==> src/hw/gpd_pkg.sv <==
/*
  Package for the GPIO port data path and configuration freeze block.
  Holds register offsets, field positions, reset values, bus carrier
  structs and the freeze-key state encoding. Assumes a 32-bit Wishbone bus.
*/
package gpd_pkg;
  // Register byte offsets
  localparam logic [7:0] GPD_OFS_PIN_INPUT_LEVELS = 8'h08;
  localparam logic [7:0] GPD_OFS_OUTPUT_LATCH = 8'h0c;
  localparam logic [7:0] GPD_OFS_ATOMIC_SET_CLEAR = 8'h10;
  localparam logic [7:0] GPD_OFS_ATOMIC_CLEAR_ONLY = 8'h14;
  localparam logic [7:0] GPD_OFS_CONFIG_FREEZE = 8'h18;
  localparam logic [7:0] GPD_OFS_PIN_CONFIG = 8'h00;
  // Field layout
  localparam int GPD_PINS = 16;
  localparam int GPD_CLEAR_LSB = 16;
  localparam int GPD_KEY_BIT = 16;
  localparam int GPD_CFG_W = 4 * GPD_PINS;
  // Reset values
  localparam logic [15:0] GPD_LATCH_RST = 16'h0000;
  localparam logic [15:0] GPD_FREEZE_RST = 16'h0000;
  localparam logic [31:0] GPD_PIN_CONFIG_RST = 32'h0000_0000;
  localparam logic [31:0] GPD_UNMAPPED_DATA = 32'h0000_0000;
  localparam logic [3:0] GPD_FULL_WORD = 4'hf;
  // Freeze-key sequence states
  typedef enum logic [2:0] {
    GPD_KEY_IDLE = 3'b000,
    GPD_KEY_W1 = 3'b001,
    GPD_KEY_W0 = 3'b010,
    GPD_KEY_W1B = 3'b011,
    GPD_KEY_R0 = 3'b100,
    GPD_KEY_DONE = 3'b101
  } gpd_key_e;
  // Wishbone request from the master
  typedef struct packed {
    logic cyc;
    logic stb;
    logic we;
    logic [7:0] adr;
    logic [3:0] sel;
    logic [31:0] dat;
  } gpd_wb_req_s;
  // Wishbone answer to the master
  typedef struct packed {
    logic ack;
    logic [31:0] dat;
  } gpd_wb_rsp_s;
endpackage : gpd_pkg

==> src/hw/gpd_port.sv <==
/*
  GPIO port data path: pin input sampling, output latch with atomic
  set/clear and clear-only writes, and the configuration freeze key.
  Assumes a classic Wishbone master on one 125 MHz clock and pins that
  are synchronous enough to sample through a two-stage synchroniser.
*/
// Register access over Wishbone was left to the implementer.
`timescale 1ns/100ps
`default_nettype none
// Summary of operation
// RULE1: Input field follows sensed pin levels only
// RULE2: Input register at 0x08, upper half zero
// RULE3: Software uses full word accesses only
// RULE4: Output latch at 0x0C drives pins, resets zero
// RULE5: Set/clear register at 0x10 is write-only
// RULE6: Upper set/clear bits clear latch bits
// RULE7: Lower set/clear bits set latch bits
// RULE8: Zero bits leave latch bits unchanged
// RULE9: Clear-only register at 0x14 clears latch
// RULE10: Freeze register at 0x18, key bit 16
// RULE11: Reserved bits written as reset, ignored
// RULE12: Key sets after W1 W0 W1 R0 R1
// RULE13: Key set freezes flagged pins' configuration
// RULE14: Freeze bits held constant during key sequence
// RULE15: Set wins over clear in one write
// RULE16: Pin inputs pass two synchroniser flip-flops
module gpd_port
  import gpd_pkg::*;
(
  input wire logic clock,
  input wire logic rst_b,
  input wire gpd_wb_req_s wb_req,
  output gpd_wb_rsp_s wb_rsp,
  input wire logic [GPD_PINS-1:0] pin_in,
  output logic [GPD_PINS-1:0] pin_out,
  output logic [GPD_CFG_W-1:0] pin_config
);

  // Synchroniser stages for the pins
  logic [GPD_PINS-1:0] sync1_reg;
  logic [GPD_PINS-1:0] sync2_reg;
  // Output latch and freeze state
  logic [GPD_PINS-1:0] out_latch_bit_reg;
  logic [GPD_PINS-1:0] out_latch_bit_next;
  logic [GPD_PINS-1:0] pin_freeze_bit_reg;
  logic [GPD_PINS-1:0] pin_freeze_bit_next;
  logic freeze_key_flag_reg;
  logic freeze_key_flag_next;
  gpd_key_e key_state_reg;
  gpd_key_e key_state_next;
  logic [GPD_PINS-1:0] key_freeze_val_reg;
  logic [GPD_PINS-1:0] key_freeze_val_next;
  // Per-pin mode/configuration, 4 bits a pin, two words
  logic [GPD_CFG_W-1:0] cfg_reg;
  logic [GPD_CFG_W-1:0] cfg_next;
  // Bus answer state
  logic ack_reg;
  logic ack_next;
  logic [31:0] rdata_reg;
  logic [31:0] rdata_next;
  // Access qualifiers
  logic access;
  logic wr;
  logic rd;

  // Offset match on word address adr[7:2] only; the full word check is made in wr
  function automatic logic hit(input logic [7:0] adr, input logic [7:0] ofs);
    hit = (adr[7:2] == ofs[7:2]);
  endfunction

  // Merge a word into the 8 pin configurations it covers, honouring freeze
  function automatic logic [GPD_CFG_W-1:0] cfg_merge(
    input logic [GPD_CFG_W-1:0] cur,
    input logic [31:0] wd,
    input logic hi,
    input logic [GPD_PINS-1:0] locked);
    logic [GPD_CFG_W-1:0] res;
    int base;
    res = cur;
    base = hi ? 32 : 0;
    for (int p = 0; p < 8; p++) begin
      if (!locked[p + (hi ? 8 : 0)]) begin
        res[base + 4*p +: 4] = wd[4*p +: 4]; // [RULE13]
      end
    end
    cfg_merge = res;
  endfunction

  // A new request is a strobe with no answer pending
  assign access = wb_req.cyc && wb_req.stb && !ack_reg;
  // Word writes only; partial-lane writes are acknowledged but ignored, reads ignore sel
  assign wr = access && wb_req.we && (wb_req.sel == GPD_FULL_WORD); // [RULE3]
  assign rd = access && !wb_req.we;

  // Two-stage pin synchroniser; only stage two is ever read
  // Limitation: a pin pulse shorter than one clock may be missed entirely
  always_ff @(posedge clock or negedge rst_b) begin
    if (!rst_b) begin
      sync1_reg <= GPD_LATCH_RST;
      sync2_reg <= GPD_LATCH_RST;
    end else begin
      sync1_reg <= pin_in; // [RULE16]
      sync2_reg <= sync1_reg; // [RULE1]
    end
  end

  // Next-state logic for latch, configuration and freeze key
  always_comb begin
    out_latch_bit_next = out_latch_bit_reg;
    pin_freeze_bit_next = pin_freeze_bit_reg;
    freeze_key_flag_next = freeze_key_flag_reg;
    key_state_next = key_state_reg;
    key_freeze_val_next = key_freeze_val_reg;
    cfg_next = cfg_reg;
    if (wr && hit(wb_req.adr, GPD_OFS_OUTPUT_LATCH)) begin
      // Plain write; reserved upper half is dropped
      out_latch_bit_next = wb_req.dat[GPD_PINS-1:0]; // [RULE4] [RULE11]
    end
    if (wr && hit(wb_req.adr, GPD_OFS_ATOMIC_SET_CLEAR)) begin
      // Clear first, then set, so set wins on the same pin
      out_latch_bit_next = (out_latch_bit_reg
        & ~wb_req.dat[GPD_CLEAR_LSB +: GPD_PINS]) // [RULE6] [RULE8]
        | wb_req.dat[GPD_PINS-1:0]; // [RULE7] [RULE15]
    end
    if (wr && hit(wb_req.adr, GPD_OFS_ATOMIC_CLEAR_ONLY)) begin
      out_latch_bit_next = out_latch_bit_reg & ~wb_req.dat[GPD_PINS-1:0]; // [RULE9] [RULE8]
    end
    if (wr && hit(wb_req.adr, GPD_OFS_PIN_CONFIG)) begin
      cfg_next = cfg_merge(cfg_reg, wb_req.dat, 1'b0,
        freeze_key_flag_reg ? pin_freeze_bit_reg : GPD_FREEZE_RST); // [RULE13]
    end
    if (wr && hit(wb_req.adr, GPD_OFS_PIN_CONFIG + 8'h04)) begin
      cfg_next = cfg_merge(cfg_reg, wb_req.dat, 1'b1,
        freeze_key_flag_reg ? pin_freeze_bit_reg : GPD_FREEZE_RST); // [RULE13]
    end
    // Freeze register: once the key is set nothing here changes until reset
    // A read that does not close the sequence throws it away, so software
    // that polls the register between key writes has to start again
    if (!freeze_key_flag_reg && hit(wb_req.adr, GPD_OFS_CONFIG_FREEZE)) begin
      if (wr) begin
        pin_freeze_bit_next = wb_req.dat[GPD_PINS-1:0];
        // Key sequence: any break or changed freeze bits restarts it
        case (key_state_reg)
          GPD_KEY_IDLE, GPD_KEY_W0, GPD_KEY_W1B, GPD_KEY_R0, GPD_KEY_DONE,
          GPD_KEY_W1: begin
            if (wb_req.dat[GPD_KEY_BIT]) begin
              if (key_state_reg == GPD_KEY_W0
                  && wb_req.dat[GPD_PINS-1:0] == key_freeze_val_reg) begin
                key_state_next = GPD_KEY_W1B; // [RULE12] [RULE14]
              end else begin
                key_state_next = GPD_KEY_W1;
              end
            end else if (key_state_reg == GPD_KEY_W1
                && wb_req.dat[GPD_PINS-1:0] == key_freeze_val_reg) begin
              key_state_next = GPD_KEY_W0; // [RULE12] [RULE14]
            end else begin
              key_state_next = GPD_KEY_IDLE;
            end
            key_freeze_val_next = wb_req.dat[GPD_PINS-1:0];
          end
          default: begin
            key_state_next = GPD_KEY_IDLE;
          end
        endcase
      end else if (rd) begin
        case (key_state_reg)
          GPD_KEY_W1B: begin
            // First read returns 0, flag goes high after it
            key_state_next = GPD_KEY_R0;
            freeze_key_flag_next = 1'b1; // [RULE12]
          end
          default: begin
            key_state_next = GPD_KEY_IDLE;
          end
        endcase
      end
    end
  end

  // State registers; the freeze key flag is cleared only by reset
  always_ff @(posedge clock or negedge rst_b) begin
    if (!rst_b) begin
      out_latch_bit_reg <= GPD_LATCH_RST; // [RULE4]
      pin_freeze_bit_reg <= GPD_FREEZE_RST; // [RULE10]
      freeze_key_flag_reg <= 1'b0; // [RULE10]
      key_state_reg <= GPD_KEY_IDLE;
      key_freeze_val_reg <= GPD_FREEZE_RST;
      cfg_reg <= {2{GPD_PIN_CONFIG_RST}};
    end else begin
      out_latch_bit_reg <= out_latch_bit_next;
      pin_freeze_bit_reg <= pin_freeze_bit_next;
      freeze_key_flag_reg <= freeze_key_flag_next;
      key_state_reg <= key_state_next;
      key_freeze_val_reg <= key_freeze_val_next;
      cfg_reg <= cfg_next;
    end
  end

  // Bus answer: ack one cycle after the strobe, dropped the next cycle
  // Trade-off: every access costs two cycles, but read data comes from a
  // flip-flop and the read mux never sits on the bus path in that cycle
  always_comb begin
    ack_next = access;
    rdata_next = GPD_UNMAPPED_DATA;
    if (rd) begin
      if (hit(wb_req.adr, GPD_OFS_PIN_INPUT_LEVELS)) begin
        rdata_next = {16'h0000, sync2_reg}; // [RULE2] [RULE1]
      end else if (hit(wb_req.adr, GPD_OFS_OUTPUT_LATCH)) begin
        rdata_next = {16'h0000, out_latch_bit_reg}; // [RULE4]
      end else if (hit(wb_req.adr, GPD_OFS_CONFIG_FREEZE)) begin
        rdata_next = {15'h0000, freeze_key_flag_reg, pin_freeze_bit_reg}; // [RULE10]
      end else if (hit(wb_req.adr, GPD_OFS_PIN_CONFIG)) begin
        rdata_next = cfg_reg[31:0];
      end else if (hit(wb_req.adr, GPD_OFS_PIN_CONFIG + 8'h04)) begin
        rdata_next = cfg_reg[63:32];
      end else begin
        // Write-only and unmapped words read zero
        rdata_next = GPD_UNMAPPED_DATA; // [RULE5]
      end
    end
  end

  // Bus answer registers
  always_ff @(posedge clock or negedge rst_b) begin
    if (!rst_b) begin
      ack_reg <= 1'b0;
      rdata_reg <= GPD_UNMAPPED_DATA;
    end else begin
      ack_reg <= ack_next;
      rdata_reg <= rdata_next;
    end
  end

  assign wb_rsp.ack = ack_reg;
  assign wb_rsp.dat = rdata_reg;
  assign pin_out = out_latch_bit_reg; // [RULE4]
  assign pin_config = cfg_reg;

  // Checks
  // All properties are gated by reset, so the first edges after release
  // see only registered state and no stale request
  // A full-word latch write shows on the pins one edge later
  latch_drives_pin_a: assert property (@(posedge clock) disable iff (!rst_b) // [RULE4]
    (wr && hit(wb_req.adr, GPD_OFS_OUTPUT_LATCH))
    |=> (pin_out == $past(wb_req.dat[GPD_PINS-1:0])))
    else $error("pin drive differs from written latch value");
  set_wins_a: assert property (@(posedge clock) disable iff (!rst_b) // [RULE15]
    (wr && hit(wb_req.adr, GPD_OFS_ATOMIC_SET_CLEAR))
    |=> ((out_latch_bit_reg & $past(wb_req.dat[15:0])) == $past(wb_req.dat[15:0])))
    else $error("set request not applied");
  clear_applies_a: assert property (@(posedge clock) disable iff (!rst_b) // [RULE9]
    (wr && hit(wb_req.adr, GPD_OFS_ATOMIC_CLEAR_ONLY))
    |=> ((out_latch_bit_reg & $past(wb_req.dat[15:0])) == 16'h0000))
    else $error("clear-only request not applied");
  clear_half_a: assert property (@(posedge clock) disable iff (!rst_b) // [RULE6]
    (wr && hit(wb_req.adr, GPD_OFS_ATOMIC_SET_CLEAR))
    |=> ((out_latch_bit_reg & $past(wb_req.dat[31:16]) & ~$past(wb_req.dat[15:0]))
      == 16'h0000)) else $error("clear half not applied");
  sync_delay_a: assert property (@(posedge clock) disable iff (!rst_b) // [RULE16]
    ##2 (sync2_reg == $past(pin_in, 2))) else $error("pin sync delay wrong");
  key_sticky_a: assert property (@(posedge clock) disable iff (!rst_b) // [RULE12]
    freeze_key_flag_reg |=> freeze_key_flag_reg) else $error("freeze key dropped");
  key_cause_a: assert property (@(posedge clock) disable iff (!rst_b) // [RULE12]
    $rose(freeze_key_flag_reg) |-> $past(key_state_reg) == GPD_KEY_W1B)
    else $error("freeze key set without sequence");
  freeze_holds_a: assert property (@(posedge clock) disable iff (!rst_b) // [RULE13]
    freeze_key_flag_reg |=> $stable(pin_freeze_bit_reg)) else $error("freeze bits moved");
  ack_pulse_a: assert property (@(posedge clock) disable iff (!rst_b) // [RULE2]
    ack_reg |=> !ack_reg) else $error("ack held two cycles");
  upper_zero_a: assert property (@(posedge clock) disable iff (!rst_b) // [RULE2]
    (rd && hit(wb_req.adr, GPD_OFS_PIN_INPUT_LEVELS))
    |=> (rdata_reg == {16'h0000, $past(sync2_reg)}))
    else $error("input register read wrong");
  // Zero positions of a clear-only write must leave their latch bits alone
  clear_keeps_a: assert property (@(posedge clock) disable iff (!rst_b) // [RULE8]
    (wr && hit(wb_req.adr, GPD_OFS_ATOMIC_CLEAR_ONLY))
    |=> (((out_latch_bit_reg ^ $past(out_latch_bit_reg))
      & ~$past(wb_req.dat[GPD_PINS-1:0])) == 16'h0000))
    else $error("clear-only write disturbed other bits");
  // Byte or halfword writes are acknowledged but must leave the latch and configuration unchanged
  partial_refused_a: assert property (@(posedge clock) disable iff (!rst_b) // [RULE3]
    (access && wb_req.we && (wb_req.sel != GPD_FULL_WORD))
    |=> ($stable(out_latch_bit_reg) && $stable(cfg_reg)))
    else $error("partial write changed state");
  // Frozen pin 0 keeps its configuration nibble through a low-word config write
  frozen_cfg_a: assert property (@(posedge clock) disable iff (!rst_b) // [RULE13]
    (wr && hit(wb_req.adr, GPD_OFS_PIN_CONFIG)
      && freeze_key_flag_reg && pin_freeze_bit_reg[0])
    |=> $stable(cfg_reg[3:0]))
    else $error("frozen pin configuration changed");
  // The key can only rise on the read that closes the sequence
  key_on_read_a: assert property (@(posedge clock) disable iff (!rst_b) // [RULE12]
    $rose(freeze_key_flag_reg) |-> $past(rd))
    else $error("freeze key set without a read");
  // Every request, mapped or not, is answered on the next edge
  ack_follows_a: assert property (@(posedge clock) disable iff (!rst_b) // [RULE2]
    access |=> ack_reg) else $error("request not acknowledged");
  set_clear_c: cover property (@(posedge clock) disable iff (!rst_b)
    wr && hit(wb_req.adr, GPD_OFS_ATOMIC_SET_CLEAR));
  clear_only_c: cover property (@(posedge clock) disable iff (!rst_b)
    wr && hit(wb_req.adr, GPD_OFS_ATOMIC_CLEAR_ONLY));
  key_set_c: cover property (@(posedge clock) disable iff (!rst_b)
    $rose(freeze_key_flag_reg));
  partial_write_c: cover property (@(posedge clock) disable iff (!rst_b)
    access && wb_req.we && (wb_req.sel != GPD_FULL_WORD));
  frozen_write_c: cover property (@(posedge clock) disable iff (!rst_b)
    wr && hit(wb_req.adr, GPD_OFS_PIN_CONFIG) && freeze_key_flag_reg);

endmodule // gpd_port
`default_nettype wire

==> config.mk <==
export PLATFORM = sky130hd
export DESIGN_NAME = gpd_port
export DESIGN_NICKNAME = d
export VERILOG_FILES = /design/src/hw/gpd_pkg.sv /design/src/hw/gpd_port.sv
export SDC_FILE = /design/constraint.sdc
export NUM_CORES = 1
export LEC_CHECK = 0
export BUFFER_PORTS_ARGS = -buffer_cell sky130_fd_sc_hd__clkbuf_2
export CAP_MARGIN = 40
export CORE_MARGIN = 5
export CORE_UTILIZATION = 47
export CTS_CLUSTER_DIAMETER = 30
export DETAILED_ROUTE_END_ITERATION = 16
export PLACE_DENSITY_LB_ADDON = 0.08
export SKIP_CTS_REPAIR_TIMING = 1
export SLEW_MARGIN = 20
export SYNTH_ARGS = -nofsm -noshare
export SYNTH_HDL_FRONTEND = slang
export SYNTH_SLANG_ARGS = --single-unit
==> constraint.sdc <==
create_clock -name clock -period 2.1 [get_ports clock]
set_input_delay 0.42 -clock clock [delete_from_list [all_inputs] [get_ports clock]]
set_output_delay 0.42 -clock clock [all_outputs]
set_load 0.05 [all_outputs]
==> impl_metrics.tcl, run 1 <==
set metrics [dict create \
    post_synth_num_cell_types 53 \
    synth.yosys.warnings 0 \
    clock_path_buffers 2 \
    hold-worst-slack_ns 0.0858 \
    yosys_register_bits 181 \
    syn-cell-area_mm2 0.00770 \
    power.density_cell_area_mw_per_mm2 734 \
    place.gp.congestion 0.848 \
    synth_adder_area_share 0 \
    antenna_found_initial 1 \
    crit_arrival_ns 2.37 \
    final-hold-violation-count 0 \
    slew_violations 0 \
    detailroute.via_count 5723 \
    slowest_stage "sky130_fd_sc_hd__or4_4" \
    path_buf_inv 3 \
    core-area_mm2 0.0160 \
    cts_tree "yes" \
    finalSetupViolCount 0 \
    largest_register_ffs 64 \
    die_w_um 138 \
    final_net_count 860 \
    grt_remaining_overflow 0 \
    yosys_most_used_dff "sky130_fd_sc_hd__dfrtp_1" \
    synthXorXnorAreaFrac 0.0182 \
    grt_start_max_net_pins 72 \
    layout_worst_path_cycle_share 0.974 \
    run_status "finished clean" \
    worst_path_most_repeated_cell "sky130_fd_sc_hd__buf_6" \
    dieArea_mm2 0.0191 \
    number_of_enable_flip_flop_cells_after_synthesis 0 \
    final_util 0.621 \
    synth_fp_nets 641 \
    area_delta_synth_final_pct 29.0 \
    cts_inserted_buffers 17 \
    ant_nets 0 \
    worst_setup_hold_path_clk_slew_ns 0.07 \
    final.min_clock_period_ns 2.05 \
    maxCapViolations 0 \
    vdd_drop_max_uv 546 \
    grt_pass1_wl_um 33300 \
    critical_path_class "reg2reg" \
    grt_pass1_vias 5993 \
    wl_cell_um 20.6 \
    crit_chain "nand4b_1 -> buf_6 -> or4_4 -> buf_6 -> buf_12 -> a21o_1 -> a22o_1" \
    cts_htree_levels 4 \
    critical_path.max_fanout 18 \
    critPathTopFamily "simple AND/OR/NAND/NOR gates" \
    clock-root-buffer "sky130_fd_sc_hd__clkbuf_16" \
    cp-start-kind "register" \
    initial_utilization 0.481 \
    post_synth.cell_area_avg_um2 13.4 \
    num-fill-cells 1357 \
    vias_per_cell 5.59 \
    clock_insertion_delay_at_the_later_pin_of_the_skew_report_ns 0.44 \
    leakage_uw 0.00516 \
    grt_util_all_layers 0.220 \
    worst_slew_pin_slew_ns 0.580 \
    floorplan.die.height_um 138 \
    timing.hold.worst.class "in2reg" \
    first_pass_iters 4 \
    synth-compound-area-share 0.115 \
    instance_count_of_the_mapped_netlist 576 \
    postSynth.asyncResetShare 1.00 \
    max_slew_margin 0.613 \
    fin_worst_skew_ns 0.0101 \
    ys_seq_area_frac 0.588 \
    max_freq_mhz 489 \
    critical-path-max-stage-delay_ns 0.50 \
    dp_hpwl_um 16000 \
    layout-drive-gt1-share 0.495 \
    number_of_top_level_pins 178 \
    synth.mux.area_fraction 0.183 \
    yosys.area_share.simple 0.0687 \
    critPathRequiredTime_ns 2.42 \
    combinational_family_with_the_most_area_after_synthesis "multiplexers" \
    timing.critical_path.to_type "register" \
    ant_cells 0 \
    wirelength_um 21100 \
    detail_route.iter0.violations 333 \
    numPortBuffers 175 \
    rows 46 \
    detail_route.drc_violations 0 \
    number_of_sinks_driven_by_the_clock_tree 181 \
]
worst paths after layout:
path | slack, ns | start | end | cells past startpoint
max reg2reg | 0.05 | ack_reg$_DFF_PN0_ | pin_out[2]$_DFFE_PN0P_ | 7
max | 0.05 | ack_reg$_DFF_PN0_ | pin_out[2]$_DFFE_PN0P_ | 7
min reg2reg | 0.35 | sync1_reg[0]$_DFF_PN0_ | sync2_reg[0]$_DFF_PN0_ | 0
min in group asynchronous | 0.46 | rst_b | sync2_reg[14]$_DFF_PN0_ | 2
max in group asynchronous | 1.01 | rst_b | pin_out[5]$_DFFE_PN0P_ | 3
min | 0.09 | pin_in[7] | sync1_reg[7]$_DFF_PN0_ | 1
report_power, final:
| group | switching [µW] | leakage, µW | internal [µW] |
|---|---|---|---|
| Combinational | 322 | 0.00241 | 156 |
| Sequential | 27.6 | 0.00245 | 3540 |
| Clock | 1370 | 0.000294 | 1880 |
worst register-to-register path: stages, from the launching register on:
cell	delay (ns)
sky130_fd_sc_hd__dfrtp_1	0.41
sky130_fd_sc_hd__nand4b_1	0.21
sky130_fd_sc_hd__buf_6	0.15
sky130_fd_sc_hd__or4_4	0.50
sky130_fd_sc_hd__buf_6	0.15
sky130_fd_sc_hd__buf_12	0.15
sky130_fd_sc_hd__a21o_1	0.18
sky130_fd_sc_hd__a22o_1	0.18
metrics by stage:
step | cell area, µm² | instances | setup WS, ns | power [µW] | setup TNS, ns
2_1_floorplan | 7710 | 576 | -0.00610 | 3810 | -0.00610
3_3_place_gp | 9240 | 988 | -0.255 | 4090 | -5.28
3_5_place_dp | 9240 | 988 | -0.276 | 4100 | -7.47
4_1_cts | 9840 | 1020 | -0.0767 | 7330 | -0.273
5_1_grt | 9940 | 1024 | -0.00993 | 7530 | -0.0370
6_report | 9940 | 1024 | 0.0543 | 7290 | 0
cell usage after synthesis (3+ instances only):
cell type,count,area (µm²)
sky130_fd_sc_hd__a21oi_1,15,75.1
sky130_fd_sc_hd__a211oi_2,3,37.5
sky130_fd_sc_hd__o21ai_0,3,15.0
sky130_fd_sc_hd__buf_1,5,18.8
sky130_fd_sc_hd__nor2_1,19,71.3
sky130_fd_sc_hd__dfrtp_1,181,4530
sky130_fd_sc_hd__o221a_2,15,169
sky130_fd_sc_hd__a211oi_1,6,45.0
sky130_fd_sc_hd__and3_1,9,56.3
sky130_fd_sc_hd__buf_2,7,35.0
sky130_fd_sc_hd__nand3_1,12,60.1
sky130_fd_sc_hd__xor2_1,16,140
sky130_fd_sc_hd__o32ai_1,9,78.8
sky130_fd_sc_hd__nor4_1,3,18.8
sky130_fd_sc_hd__nor2b_1,11,68.8
sky130_fd_sc_hd__o2bb2ai_1,8,70.1
sky130_fd_sc_hd__nor3_1,3,15.0
sky130_fd_sc_hd__a22o_1,10,87.6
sky130_fd_sc_hd__o311a_1,4,40.0
sky130_fd_sc_hd__inv_1,14,52.6
sky130_fd_sc_hd__clkbuf_1,22,82.6
sky130_fd_sc_hd__mux2i_1,33,330
sky130_fd_sc_hd__mux2_2,96,1080
sky130_fd_sc_hd__a311oi_1,3,26.3
sky130_fd_sc_hd__o22ai_1,11,68.8
sky130_fd_sc_hd__a21o_1,9,67.6
sky130_fd_sc_hd__nand2_1,17,63.8
routing by layer:
metal  wire (µm)  vias up  global-route usage
met4         420        2              0.0697
li1            -     2576                   -
met2       10100      197               0.346
met1        9390     2919               0.302
met3        1190       29              0.0552
met5          13        -                   0
final cells by class:
class                           instances  area, µm²  share of cell area
Clock buffer                           17        425              0.0428
Timing Repair Buffer                  236       1440               0.145
Clock inverter                         15        178              0.0179
Multi-Input combinational cell        345       3040               0.306
Tap cell                              216        270              0.0272
Inverter                               14       52.6             0.00529
Sequential cell                       181       4530               0.456
placed cells by master (no fill, tap or decap), types with 4 or more instances in the layout:
cell                        instances
sky130_fd_sc_hd__dfrtp_1          181
sky130_fd_sc_hd__clkbuf_2         173
sky130_fd_sc_hd__mux2_2            96
sky130_fd_sc_hd__buf_4             51
sky130_fd_sc_hd__mux2i_1           33
sky130_fd_sc_hd__nor2_1            19
sky130_fd_sc_hd__nand2_1           17
sky130_fd_sc_hd__clkbuf_16         17
sky130_fd_sc_hd__xor2_1            16
sky130_fd_sc_hd__a21oi_1           15
sky130_fd_sc_hd__o221a_2           15
sky130_fd_sc_hd__inv_1             14
sky130_fd_sc_hd__nand3_1           12
sky130_fd_sc_hd__nor2b_1           11
sky130_fd_sc_hd__o22ai_1           11
sky130_fd_sc_hd__a22o_1            10
sky130_fd_sc_hd__and3_1             9
sky130_fd_sc_hd__a21o_1             9
sky130_fd_sc_hd__o2bb2ai_1          8
sky130_fd_sc_hd__buf_12             7
sky130_fd_sc_hd__o32ai_2            6
sky130_fd_sc_hd__a211oi_1           5
sky130_fd_sc_hd__a211oi_2           4
sky130_fd_sc_hd__o311a_1            4
sky130_fd_sc_hd__clkinv_2           4
sky130_fd_sc_hd__inv_6              4
cells by family (layout without fill, tap and decap cells):
group,after synthesis,count (layout)
xor gates and xnor gates,16,16
muxes,129,129
AOI/OAI and AO/OA,105,105
buffers and inverters,50,282
DFF,181,181
and+or+nand+nor,95,95
Power figures use the tool's default switching activity.
==> inputs of run 2 (changes only) <==
--- a/config.mk
+++ b/config.mk
@@ -5,10 +5,12 @@
 export SDC_FILE = /design/constraint.sdc
 export NUM_CORES = 1
 export LEC_CHECK = 0
+export ABC_AREA = 1
 export BUFFER_PORTS_ARGS = -buffer_cell sky130_fd_sc_hd__clkbuf_2
 export CAP_MARGIN = 40
+export CORE_ASPECT_RATIO = 1.25
 export CORE_MARGIN = 5
-export CORE_UTILIZATION = 47
+export CORE_UTILIZATION = 48
 export CTS_CLUSTER_DIAMETER = 30
 export DETAILED_ROUTE_END_ITERATION = 16
 export PLACE_DENSITY_LB_ADDON = 0.08
==> run 2 against run 1 <==
- global-route usage is 2.5 points higher
- area after synthesis is 2.7% lower
- die area is 4.3% lower
- total power is 5.3% lower
- sequential power hardly changed
- cell count is 25% higher
- critical path type unchanged
- largest cell class unchanged
==> impl_metrics.tcl, run 2 <==
set metrics [dict create \
    internal-power_uw 5310 \
    worstReg2RegStart "freeze_key_flag_reg$_DFFE_PN0P_" \
    worst_setup_hold_path_clk_slew_ns 0.07 \
    synth_top_area_frac 0.605 \
    wirelength_um 21400 \
    yosys_register_bits 181 \
    ys_top_cells_by_area "sky130_fd_sc_hd__dfrtp_1 (60%), sky130_fd_sc_hd__nand2_1 (13%), sky130_fd_sc_hd__o21ai_0 (12%)" \
    floorplan.die.height_um 150 \
    critical-path-max-stage-delay_ns 0.86 \
    critPathRequiredTime_ns 2.42 \
    slowest_stage "sky130_fd_sc_hd__dfrtp_1" \
    instance_count_of_the_mapped_netlist 846 \
    layout_worst_path_cycle_share 0.850 \
    maxCapViolations 0 \
    post-route-cell-area_mm2 0.00952 \
    clock_insertion_delay_at_the_later_pin_of_the_skew_report_ns 0.43 \
    synth_fp_nets 911 \
    clock_path_buffers 2 \
    worst_hold_path.endpoint "sync1_reg[10]$_DFF_PN0_" \
    ant_cells 0 \
    vdd_drop_max_uv 506 \
    timing.critical_path.to_type "register" \
    grt_util_all_layers 0.245 \
    ff2ff_path_depth 6 \
    run_status "finished clean" \
    layout.cells.most_common_list "sky130_fd_sc_hd__nand2_1 (264), sky130_fd_sc_hd__dfrtp_1 (181), sky130_fd_sc_hd__clkbuf_2 (174)" \
    fin_worst_skew_ns 0.00728 \
    layout-drive-gt1-share 0.243 \
    synth_most_common_cell "sky130_fd_sc_hd__nand2_1" \
    syn-cell-area_mm2 0.00749 \
    setup_tns_after_final_layout_ns 0 \
    first_pass_iters 6 \
    vias_per_cell 5.01 \
    post_synth_num_cell_types 24 \
    ys_top_cells_by_count "sky130_fd_sc_hd__nand2_1 (264), sky130_fd_sc_hd__dfrtp_1 (181), sky130_fd_sc_hd__o21ai_0 (173), sky130_fd_sc_hd__inv_1 (84), sky130_fd_sc_hd__nand3_1 (26)" \
    numPortBuffers 175 \
    max_freq_mhz 560 \
    final.min_clock_period_ns 1.78 \
    grt_start_max_net_pins 49 \
    dp_hpwl_um 15500 \
    wl_cell_um 16.7 \
    detailroute.via_count 6407 \
    rrSetupSlack_ns 0.32 \
    crit_arrival_ns 2.11 \
    grt_pass1_wl_um 34000 \
    placedInstanceArea_mm2 0.00894 \
    multi_input_comb_area_mm2 0.00253 \
    hp-start "pin_in[10]" \
    cts_htree_levels 4 \
    number_of_top_level_pins 178 \
    clock-root-buffer "sky130_fd_sc_hd__clkbuf_16" \
    max_slew_margin 0.466 \
    rsz_0062_raised_after_global_routing "no" \
    power.density_cell_area_mw_per_mm2 726 \
    cts_inserted_buffers 17 \
    clock_power_share 0.436 \
    ant_nets 0 \
    largest_register_ffs 64 \
    yosys_most_used_dff "sky130_fd_sc_hd__dfrtp_1" \
    seqPwrFrac 0.513 \
    detail_route.drc_violations 0 \
    final-hold-violation-count 0 \
    worst_slew_pin_slew_ns 0.800 \
    critical_path.max_fanout 34 \
    slew_violations 0 \
    antenna_found_initial 0 \
    cts_tree "yes" \
    postSynth.asyncResetShare 1.00 \
    final_net_count 1120 \
    die_w_um 122 \
    r2r-end "key_state_reg[1]$_DFFE_PN0P_" \
    number_of_enable_flip_flop_cells_after_synthesis 0 \
    synth_area_leader_cell "sky130_fd_sc_hd__dfrtp_1" \
    power.combinational.fraction 0.051 \
    ys_seq_area_frac 0.605 \
    synth.yosys.warnings 0 \
    detail_route.iter0.violations 462 \
    critical_path_class "reg2reg" \
    total_switching_power_uw 1600 \
    number_of_sinks_driven_by_the_clock_tree 181 \
    post_synth.cell_area_avg_um2 8.86 \
    num-fill-cells 1458 \
    rows 51 \
    grt_pass1_vias 6224 \
    timing.hold.worst.class "in2reg" \
    swShare 0.232 \
    dieArea_mm2 0.0182 \
    grt_remaining_overflow 0 \
    initial_utilization 0.485 \
    leakage_uw 0.00507 \
    finalSetupViolCount 0 \
    hold_path_depth 1 \
    area_delta_synth_final_pct 27.0 \
    core-area_mm2 0.0154 \
    crit_chain "nor2_2 -> nand3_1 -> buf_4 -> inv_1 -> nand4_1 -> nand2_1" \
    mostFrequentLayoutCell "sky130_fd_sc_hd__nand2_1" \
    cp-start-kind "register" \
    place.gp.congestion 0.888 \
    regArea_mm2 0.00453 \
]
-- run 2: cell types whose count changed in the layout (fill, tap and decap cells not counted), moves of 9 or more --
cell | before | now
sky130_fd_sc_hd__nand2_1 | 17 | 264
sky130_fd_sc_hd__o21ai_0 | 3 | 173
sky130_fd_sc_hd__mux2_2 | 96 | 0
sky130_fd_sc_hd__inv_1 | 14 | 84
sky130_fd_sc_hd__mux2i_1 | 33 | 0
sky130_fd_sc_hd__buf_4 | 51 | 34
sky130_fd_sc_hd__o221a_2 | 15 | 0
sky130_fd_sc_hd__nand3_1 | 12 | 26
sky130_fd_sc_hd__nor2b_1 | 11 | 0
sky130_fd_sc_hd__o22ai_1 | 11 | 0
sky130_fd_sc_hd__a21o_1 | 9 | 0
sky130_fd_sc_hd__and3_1 | 9 | 0
-- run 2: final cells by class --
class / instances / area share
Sequential cell: 181 / 0.476
Clock inverter: 9 / 0.00697
Tap cell: 212 / 0.0279
Inverter: 85 / 0.0335
Timing Repair Buffer: 218 / 0.137
Multi-Input combinational cell: 552 / 0.266
Clock buffer: 23 / 0.0523
-- run 2: cell families (layout without fill, tap and decap cells) --
logic type	after synthesis	count (layout)	synth area share
buf+inv	113	335	0.0581
simple gates	329	329	0.176
xor+xnor	11	11	0.0129
flops	181	181	0.605
compound gates	212	212	0.149
-- run 2: layer usage --
| metal | global-route usage | wire (µm) | up-vias |
|---|---|---|---|
| li1 | - | - | 3143 |
| met3 | 0.0473 | 1310 | 25 |
| met1 | 0.340 | 9260 | 3024 |
| met2 | 0.392 | 10400 | 215 |
| met5 | 0 | 0 | - |
| met4 | 0.0740 | 399 | 0 |
-- run 2: how the worst max path moves through the flow --
stage,end,slack [ns],startpoint
6_report,key_state_reg[1]$_DFFE_PN0P_,0.32,freeze_key_flag_reg$_DFFE_PN0P_
5_1_grt,key_state_reg[1]$_DFFE_PN0P_,0.13,freeze_key_flag_reg$_DFFE_PN0P_
4_1_cts,key_state_reg[1]$_DFFE_PN0P_,0.32,freeze_key_flag_reg$_DFFE_PN0P_
3_5_place_dp,rdata_reg[9]$_DFF_PN0_,0.15,wb_req[43]
3_3_place_gp,rdata_reg[9]$_DFF_PN0_,0.18,wb_req[43]
2_1_floorplan,pin_out[10]$_DFFE_PN0P_,0.50,wb_req[43]
-- run 2: worst max-delay path: cells and delay by family, from the launching register on --
family / cells / cell delay (ns)
buf+inv: 2 / 0.39
flops: 1 / 0.86
simple gates: 4 / 0.42
-- run 2: power groups by stage --
stage                     registers, µW  logic, µW  clock network [µW]
after floorplan                    3630       96.3                   0
after global placement             3610        351                   0
after detailed placement           3610        353                   0
after CTS                          3540        354                3070
after global routing               3540        394                3240
final                              3540        351                3010
-- run 2: stage by stage --
step	setup slack [ns]	cells	util	hold WS [ns]	power [µW]
CTS	0.316	1279	0.616	-0.0606	6970
detailed placement	0.151	1247	0.579	0.335	3960
floorplan	0.495	846	-	0.124	3730
global placement	0.183	1247	0.579	0.332	3960
finish	0.315	1280	0.616	0.0868	6910
global route	0.134	1280	0.616	0.0709	7170
